File: src/scc_pkg.sv
// scc_pkg: constants, field layouts and carrier types of the sampling-clock sync control
// assumes a 16-bit register map reached through a 24-bit serial control frame
package scc_pkg;

	// register offsets (4-bit serial address)
	localparam logic [3:0]  ADDR_COARSE       = 4'hc;
	localparam logic [3:0]  ADDR_FINE         = 4'hd;
	localparam logic [3:0]  ADDR_SYNC         = 4'he;

	// power-on values
	localparam logic [15:0] RST_COARSE        = 16'h0004;
	localparam logic [15:0] RST_FINE          = 16'h0000;
	localparam logic [15:0] RST_SYNC          = 16'h0003;

	// coarse register field
	localparam int          POS_DLY_SEL       = 3;
	// fine register fields
	localparam int          POS_FINE_LSB      = 10;
	localparam int          POS_DLY_SEL_ALT   = 8;
	localparam logic [15:0] FINE_WR_MASK      = 16'hfd00;
	// sync control fields
	localparam int          POS_REF_DLY_LSB   = 7;
	localparam int          POS_DUAL_EDGE     = 6;
	localparam int          POS_PHASE_LSB     = 3;
	localparam int          POS_SLAVE         = 2;
	localparam int          POS_REF_OUT_DIS   = 1;
	localparam int          POS_RST_DIS       = 0;

	// reference delay code saturation: 1200 ps at code 319
	localparam logic [8:0]  REF_DLY_MAX       = 9'h13f;
	localparam int          REF_DLY_MAX_PS    = 1200;
	// fine delay step in femtoseconds
	localparam logic [5:0]  FINE_STEP_FS      = 6'h24;

	// serial frame layout
	localparam int          FRAME_BITS        = 24;
	localparam logic [4:0]  CMD_LAST_BIT      = 5'h07;
	localparam logic [4:0]  FRAME_LAST_BIT    = 5'h17;
	localparam int          POS_FRAME_RD      = 23;
	localparam int          POS_FRAME_ADDR    = 16;

	typedef enum logic [1:0] {FR_IDLE, FR_CMD, FR_DATA, FR_DONE} scc_fr_state_t;

	// decoded sync control register
	typedef struct packed {
		logic [8:0] ref_clock_delay_code;
		logic       dual_edge_iq_mode;
		logic       reserved5;
		logic [1:0] ref_phase_select;
		logic       slave_enable;
		logic       ref_output_disable;
		logic       out_clock_reset_disable;
	} scc_sync_t;

	// settings applied to the converter's clock path
	typedef struct packed {
		logic [8:0]  ref_delay_code;
		logic        dual_edge_iq_enable;
		logic        slave_mode;
		logic        delay_adjust_en;
		logic [5:0]  fine_delay_code;
		logic [11:0] fine_delay_fs;
	} scc_applied_t;

endpackage : scc_pkg

File: src/scc_div4.sv
// scc_div4: divide-by-four phase counter of the internal divided clocks
// assumes align and hold are synchronous to ref_clk
`timescale 1ns/100ps
module scc_div4 import scc_pkg::*; #(
	parameter int W = 2
) (
	input  wire logic         ref_clk,  // sampling clock
	input  wire logic         arst_n,   // async reset
	input  wire logic         clk_en,   // state freeze when low
	input  wire logic         align,    // restart phase at zero
	input  wire logic         hold,     // hold phase at zero
	output logic      [W-1:0] phase     // divided-clock phase
);
	logic [W-1:0] cnt_ff;
	logic [W-1:0] nxt_cnt;

	assign nxt_cnt = (align || hold) ? '0 : cnt_ff + W'(1);
	assign phase   = cnt_ff;

	always_ff @(posedge ref_clk or negedge arst_n) begin
		if (!arst_n) begin
			cnt_ff <= '0;
		end else if (clk_en) begin
			cnt_ff <= nxt_cnt;
		end
	end

endmodule : scc_div4

File: src/scc_ctrl.sv
// scc_ctrl: sampling-clock fine delay and multi-converter clock sync control
// assumes serial port pins and the reference input are synchronous to ref_clk
`timescale 1ns/100ps
module scc_ctrl import scc_pkg::*; (
	input  wire logic        ref_clk,          // sampling clock, 10 MHz
	input  wire logic        arst_n,           // async reset, active low
	input  wire logic        clk_en,           // freezes all state when low
	input  wire logic        spi_cs_n,         // serial select, active low
	input  wire logic        spi_sclk,         // serial clock, sampled
	input  wire logic        spi_din,          // serial data in
	output logic             spi_dout,         // serial data out
	output logic             spi_dout_oe_n,    // low while dout driven
	input  wire logic        ref_clock_in,     // reference from master
	input  wire logic        out_clock_reset,  // output-clock reset request
	output logic             ref_clock_out_a,  // reference out a
	output logic             ref_clock_out_b,  // reference out b
	output logic             ref_out_oe_n,     // low while ref outputs driven
	output logic       [1:0] div_phase,        // internal divided-clock phase
	output scc_applied_t     applied           // settings to the clock path
);
	scc_fr_state_t state_ff;
	scc_fr_state_t nxt_state;
	logic [15:0]   coarse_ff;
	logic [15:0]   fine_ff;
	logic [15:0]   sync_ff;
	logic          sclk_ff;
	logic [4:0]    bit_cnt_ff;
	logic [22:0]   sh_in_ff;
	logic [15:0]   sh_out_ff;
	logic          rd_ff;
	logic          dout_ff;
	logic [3:0]    ref_tap_ff;
	logic          ref_lat_ff;
	logic          ref_a_ff;
	logic          ref_b_ff;
	scc_applied_t  applied_ff;

	// serial decode
	// sclk is oversampled, edges are found against the previous sample
	wire                  sclk_rise  = spi_sclk && !sclk_ff;
	wire                  sclk_fall  = !spi_sclk && sclk_ff;
	wire [FRAME_BITS-1:0] frame      = {sh_in_ff, spi_din};
	wire                  cmd_done   = sclk_rise && (bit_cnt_ff == CMD_LAST_BIT);
	wire                  frame_done = sclk_rise && (bit_cnt_ff == FRAME_LAST_BIT);
	wire [3:0]            cmd_addr   = frame[3:0];
	wire [3:0]            wr_addr    = frame[POS_FRAME_ADDR +: 4];
	wire                  wr_go      = frame_done && !frame[POS_FRAME_RD];
	wire                  wr_coarse  = wr_go && (wr_addr == ADDR_COARSE);
	wire                  wr_fine    = wr_go && (wr_addr == ADDR_FINE);
	wire                  wr_sync    = wr_go && (wr_addr == ADDR_SYNC);
	wire [15:0]           wr_data    = frame[15:0];

	// read mux, unmapped addresses read zero
	wire [15:0] rd_data = (cmd_addr == ADDR_COARSE) ? coarse_ff :
	                      (cmd_addr == ADDR_FINE)   ? fine_ff   :
	                      (cmd_addr == ADDR_SYNC)   ? sync_ff   : 16'h0000;

	// sync register fields
	scc_sync_t sync_f;
	assign sync_f = scc_sync_t'(sync_ff);

	// codes at or above the top step clamp instead of wrapping
	wire [8:0] ref_dly_sat = (sync_f.ref_clock_delay_code >= REF_DLY_MAX) ?
	                         REF_DLY_MAX : sync_f.ref_clock_delay_code;
	// either select bit, coarse or fine register, opens the fine delay
	wire       dly_en  = coarse_ff[POS_DLY_SEL] || fine_ff[POS_DLY_SEL_ALT];
	wire [5:0] fine_cd = dly_en ? fine_ff[POS_FINE_LSB +: 6] : 6'h00;

	// widen both factors first, a 6-bit product would drop the upper bits
	wire [11:0] fine_cd_w = 12'(fine_cd);
	wire [11:0] fine_stp  = 12'(FINE_STEP_FS);
	wire [11:0] fine_fs   = fine_cd_w * fine_stp;

	scc_applied_t nxt_applied;
	always_comb begin
		nxt_applied                     = '0;
		nxt_applied.ref_delay_code      = ref_dly_sat;
		nxt_applied.dual_edge_iq_enable = sync_f.dual_edge_iq_mode;
		nxt_applied.slave_mode          = sync_f.slave_enable;
		nxt_applied.delay_adjust_en     = dly_en;
		nxt_applied.fine_delay_code     = fine_cd;
		nxt_applied.fine_delay_fs       = fine_fs;
	end

	// reference phase latch and slave alignment
	wire       ref_sel   = ref_tap_ff[sync_f.ref_phase_select];
	wire       ref_edge  = ref_sel && !ref_lat_ff;
	wire       div_align = sync_f.slave_enable && ref_edge;
	// output-clock reset only acts once its disable bit is cleared
	wire       div_hold  = !sync_f.out_clock_reset_disable && out_clock_reset;
	wire       ref_drive = !sync_f.ref_output_disable;
	wire [1:0] phase;

	// divided clocks run free as master, restart on the latched reference as slave
	scc_div4 #(
		.W (2)
	) u_div (
		.ref_clk (ref_clk),
		.arst_n  (arst_n),
		.clk_en  (clk_en),
		.align   (div_align),
		.hold    (div_hold),
		.phase   (phase)
	);

	// serial state sequence
	always_comb begin
		nxt_state = state_ff;
		case (state_ff)
			FR_IDLE: begin
				if (!spi_cs_n) nxt_state = FR_CMD;
			end
			FR_CMD: begin
				if (spi_cs_n) nxt_state = FR_IDLE;
				else if (cmd_done) nxt_state = FR_DATA;
			end
			FR_DATA: begin
				if (spi_cs_n) nxt_state = FR_IDLE;
				else if (frame_done) nxt_state = FR_DONE;
			end
			FR_DONE: begin
				if (spi_cs_n) nxt_state = FR_IDLE;
			end
			default: nxt_state = FR_IDLE;
		endcase
	end

	always_ff @(posedge ref_clk or negedge arst_n) begin
		if (!arst_n) begin
			state_ff <= FR_IDLE;
			// idles low like the pin, so reset leaves no false edge
			sclk_ff  <= 1'b0;
		end else if (clk_en) begin
			state_ff <= nxt_state;
			sclk_ff  <= spi_sclk;
		end
	end

	always_ff @(posedge ref_clk or negedge arst_n) begin
		if (!arst_n) begin
			bit_cnt_ff <= 5'h00;
			sh_in_ff   <= '0;
		end else if (clk_en) begin
			if (spi_cs_n) begin
				bit_cnt_ff <= 5'h00;
			end else if (sclk_rise && state_ff != FR_DONE) begin
				bit_cnt_ff <= bit_cnt_ff + 5'h01;
				sh_in_ff   <= frame[22:0];
			end
		end
	end

	// read data shifts out on falling sclk after the command byte
	always_ff @(posedge ref_clk or negedge arst_n) begin
		if (!arst_n) begin
			rd_ff     <= 1'b0;
			sh_out_ff <= 16'h0000;
			dout_ff   <= 1'b0;
		end else if (clk_en) begin
			if (spi_cs_n) begin
				rd_ff <= 1'b0;
			end else if (cmd_done) begin
				rd_ff     <= frame[7];
				sh_out_ff <= rd_data;
			end else if (sclk_fall && state_ff == FR_DATA) begin
				dout_ff   <= sh_out_ff[15];
				sh_out_ff <= {sh_out_ff[14:0], 1'b0};
			end
		end
	end

	// registers
	// reserved bits of coarse and sync are stored as written, fine register reserved bits are masked to zero; software keeps their power-on values
	always_ff @(posedge ref_clk or negedge arst_n) begin
		if (!arst_n) begin
			coarse_ff <= RST_COARSE;
			fine_ff   <= RST_FINE;
			sync_ff   <= RST_SYNC;
		end else if (clk_en) begin
			if (wr_coarse) coarse_ff <= wr_data;
			if (wr_fine)   fine_ff   <= wr_data & FINE_WR_MASK;
			if (wr_sync)   sync_ff   <= wr_data;
		end
	end

	// reference taps, one ref_clk cycle is 90 degrees of the clock/4 reference
	// tap k holds the reference delayed k+1 cycles
	always_ff @(posedge ref_clk or negedge arst_n) begin
		if (!arst_n) begin
			ref_tap_ff <= 4'h0;
			ref_lat_ff <= 1'b0;
			ref_a_ff   <= 1'b0;
			ref_b_ff   <= 1'b0;
			applied_ff <= '0;
		end else if (clk_en) begin
			ref_tap_ff <= {ref_tap_ff[2:0], ref_clock_in};
			ref_lat_ff <= ref_sel;
			ref_a_ff   <= ref_drive && phase[1];
			ref_b_ff   <= ref_drive && phase[1];
			applied_ff <= nxt_applied;
		end
	end

	assign spi_dout        = dout_ff;
	assign spi_dout_oe_n   = !(rd_ff && state_ff == FR_DATA);
	assign ref_clock_out_a = ref_a_ff;
	assign ref_clock_out_b = ref_b_ff;
	assign ref_out_oe_n    = sync_f.ref_output_disable;
	assign div_phase       = phase;
	assign applied         = applied_ff;

endmodule : scc_ctrl

File: config.mk
export PLATFORM = sky130hd
export DESIGN_NAME = scc_ctrl
export DESIGN_NICKNAME = d
export VERILOG_FILES = /design/src/scc_pkg.sv /design/src/scc_div4.sv /design/src/scc_ctrl.sv
export SDC_FILE = /design/constraint.sdc
export NUM_CORES = 1
export LEC_CHECK = 0
export BUFFER_PORTS_ARGS = -buffer_cell sky130_fd_sc_hd__buf_4
export CORE_MARGIN = 5
export CORE_UTILIZATION = 50
export DETAILED_ROUTE_END_ITERATION = 8
export PLACE_DENSITY_LB_ADDON = 0.25
export SLEW_MARGIN = 0
export SYNTH_ARGS = -nofsm -noshare
export SYNTH_HDL_FRONTEND = slang
export SYNTH_SLANG_ARGS = --single-unit
export TNS_END_PERCENT = 50
File: constraint.sdc
create_clock -name ref_clk -period 4.7 [get_ports ref_clk]
set_clock_uncertainty 0.1 [all_clocks]
set_input_delay 0.235 -clock ref_clk [delete_from_list [all_inputs] [get_ports ref_clk]]
set_output_delay 0.235 -clock ref_clk [all_outputs]
set_load 0.05 [all_outputs]
==> reports/metrics.yaml <==
status:
  outcome: "finished, final reports clean"
global_routing:
  grt_pass1_wl_um: 18400
  grt_start_max_net_pins: 84
  globalRouteTotalUtil_pct: 18.2
  globalRoute.totalOverflow: 0
  grt_pass1_vias: 3577
  antenna_found_initial: 0
floorplanning:
  die_h_um: 114
  fp.dieW_um: 114
  ios: 45
  start_util_pct: 50.4
  core_area_um2: 10700
  design.die.area_um2: 13000
  fp-row-count: 38
clocking:
  clock_latency_ns: 0.51
  htree_levels: 4
  cts_made_buffers: 17
  clock_path_buffers: 2
  clock-root-buffer: "clkbuf_8"
  clk_pin_slew_ns: 0.06
  cts_sinks: 121
  tritoncts: "built"
timing:
  tightest_slew_ns: 1.17
  period_minus_slack_ns: 2.60
  fmaxAchievable_mhz: 385
  hold_viol: 0
  final_max_slew_viol_count: 0
  fin_setup_tns_ns: 0
  rsz0062_at_grt: "no"
  slew_headroom_pct: 22.3
  setup_ws_ns: 2.10
  fin_crit_sh_pct: 55.2
  setup_viol: 0
final_layout:
  nets: 468
  final_cell_area_um2: 6470
  final_util_pct: 60.5
  multi_input_area_um2: 2170
  regArea_um2: 3030
  drive_above_1_share_pct: 33.2
  area_growth_pct: 20.0
  nFillCells: 838
  diodes: 0
yosys:
  async_flop_share_pct: 100
  synth_area_per_cell_um2: 13.2
  synthDistinctLibCells: 53
  synth_seq_cells: 121
  syn_inst: 408
  syn-cell-area_um2: 5390
  synth_ff_type: "dfrtp_1"
  yosysSeqAreaShare_pct: 56.2
  synth_edf_count: 0
  ys_warn_count: 0
setup_path:
  start_kind: "flip-flop"
  crit_chain: "nor2_1, nor2b_1, ha_1, ha_1, fa_1, a21oi_1, nor2b_1, xnor2_1, o22ai_1"
  cpLargestDelayFamily: "adder cells"
  crit_buf_inv: 0
  crit_type: "flip-flop to flip-flop"
  slowest_delay_ns: 0.42
  critPathRequiredTime_ns: 4.96
  critical_path_arrival_ns: 2.86
  crit_slowest_cell: "dfrtp_1"
  worstSetupEndpointType: "flip-flop"
  path_max_fanout: 6
placed_design:
  place_ws_ns: 1.86
  portBuffers: 42
  hpwl_um: 7180
  placed_cell_area_um2: 5750
  gp_congestion: 0.860
route:
  wl_um: 11000
  first_iter_violations: 196
  dr_total_vias: 3393
  firstDrtPassIters: 4
  detail-route-antenna-nets: 0
  post-route-drc-count: 0
  vias_per_cell: 5.62
  routedWlPerCell_um: 18.1
power:
  total_power_w: 0.00280
  power.leakage_nw: 3.17
  peakVddDrop_mv: 0.430
  p_per_area_nw_per_um2: 433
hold_path:
  hold_class: "input pin to flip-flop"
flow_run:
  maxCapViolCount: 0
## Yosys cell counts (all sizes together), types with 8 or more instances
cell | count | area share, %
o22ai | 8 | 0.93
mux2i | 10 | 1.9
buf | 17 | 2.1
mux2 | 81 | 17
dfrtp | 118 | 55
ha | 8 | 1.9
inv | 11 | 0.77
a221o | 8 | 1.5
nor3 | 8 | 0.74
nand2 | 9 | 0.63
o21ai | 10 | 0.93
clkbuf | 9 | 0.63
nor2 | 20 | 1.4
## where the power goes
| part | switching, W | total [W] | internal (W) |
|---|---|---|---|
| Sequential | 0.0000551 | 0.00114 | 0.00109 |
| Clock | 0.000458 | 0.00143 | 0.000970 |
| Combinational | 0.000145 | 0.000229 | 0.0000840 |
| Total | 0.000659 | 0.00280 | 0.00214 |
## layout by cell type, fill, tap and decap left out, types with 9 or more instances in the layout
| cell type | count |
|---|---|
| clkbuf_16 | 16 |
| mux2_1 | 15 |
| buf_4 | 43 |
| nor2_1 | 20 |
| o21ai_0 | 10 |
| mux2i_1 | 10 |
| mux2_2 | 66 |
| inv_1 | 11 |
| dfrtp_1 | 118 |
| nand2_1 | 9 |
## per-layer routing
layer	up-vias	track usage (%)	part of all wire, %
met4	0	6.18	1.0
met5	-	0	0
met2	78	26.9	46
met3	12	5.57	4.5
li1	1568	-	-
met1	1735	25.6	48
## per-stage QoR
stage / instances / hold WS [ns]
floorplan: 409 / -0.161
global placement: 566 / 0.359
detailed placement: 566 / 0.370
CTS: 604 / 0.161
global route: 604 / 0.209
finish: 604 / 0.176
## state kept, by name (all words and copies together), names as in the netlist
name and cells:
sh_in_ff 23, u_div.phase 2, ref_clock_out_b 1, ref_lat_ff 1, ref_tap_ff 4, rd_ff 1
bit_cnt_ff 5, applied 25, fine_ff 7, sync_f 16, state_ff 2, coarse_ff 16
spi_dout 1, sclk_ff 1, sh_out_ff 16
## worst paths after layout
| kind | from | end | slack (ns) | cells past startpoint |
|---|---|---|---|---|
| hold reg to reg | coarse_ff[14] | coarse_ff[14] | 0.39 | 1 |
| min in group asynchronous | arst_n | ref_tap_ff[1] | 0.35 | 2 |
| setup reg to reg | coarse_ff[3] | applied[10] | 2.10 | 9 |
| max in group asynchronous | arst_n | coarse_ff[2] | 3.02 | 3 |
| setup / recovery | coarse_ff[3] | applied[10] | 2.10 | 9 |
| hold / removal | clk_en | applied[8] | 0.18 | 2 |
## what timing repair did
action                                  in CTS  in global routing
endpoints found under the setup margin       0                  0
hold buffers                                 6                  0
gates resized for setup                      0                  0
endpoints found under the hold margin       88                  0
buffers inserted                             0                  0
## cells by family (layout without fill, tap and decap cells)
group / Yosys count / after routing / synth area share, %
compound gates: 63 / 63 / 8.49
xor+xnor: 7 / 7 / 1.14
fa+ha+maj: 9 / 9 / 2.23
buf+inv: 38 / 93 / 3.53
flops: 121 / 121 / 56.2
mux: 92 / 92 / 19.2
other cells: 1 / 2 / 0.0696
simple gates: 77 / 77 / 9.12
## cell type report
class | instances | area share [%]
Timing Repair Buffer | 49 | 5.92
Sequential cell | 121 | 46.9
Inverter | 12 | 0.696
Clock inverter | 11 | 2.96
Tap cell | 140 | 2.71
Clock buffer | 21 | 7.25
Multi-Input combinational cell | 250 | 33.6
## worst register-to-register path: cells and delay by family (launching register included)
kind	cells	cell delay, ns
AO/OA/AOI/OAI	2	0.26
XOR/XNOR	1	0.14
adder cells (fa/ha/maj)	3	0.96
flip-flops	1	0.42
AND/OR/NAND/NOR	3	0.59
Note: power is estimated with default switching activity, not from simulation.
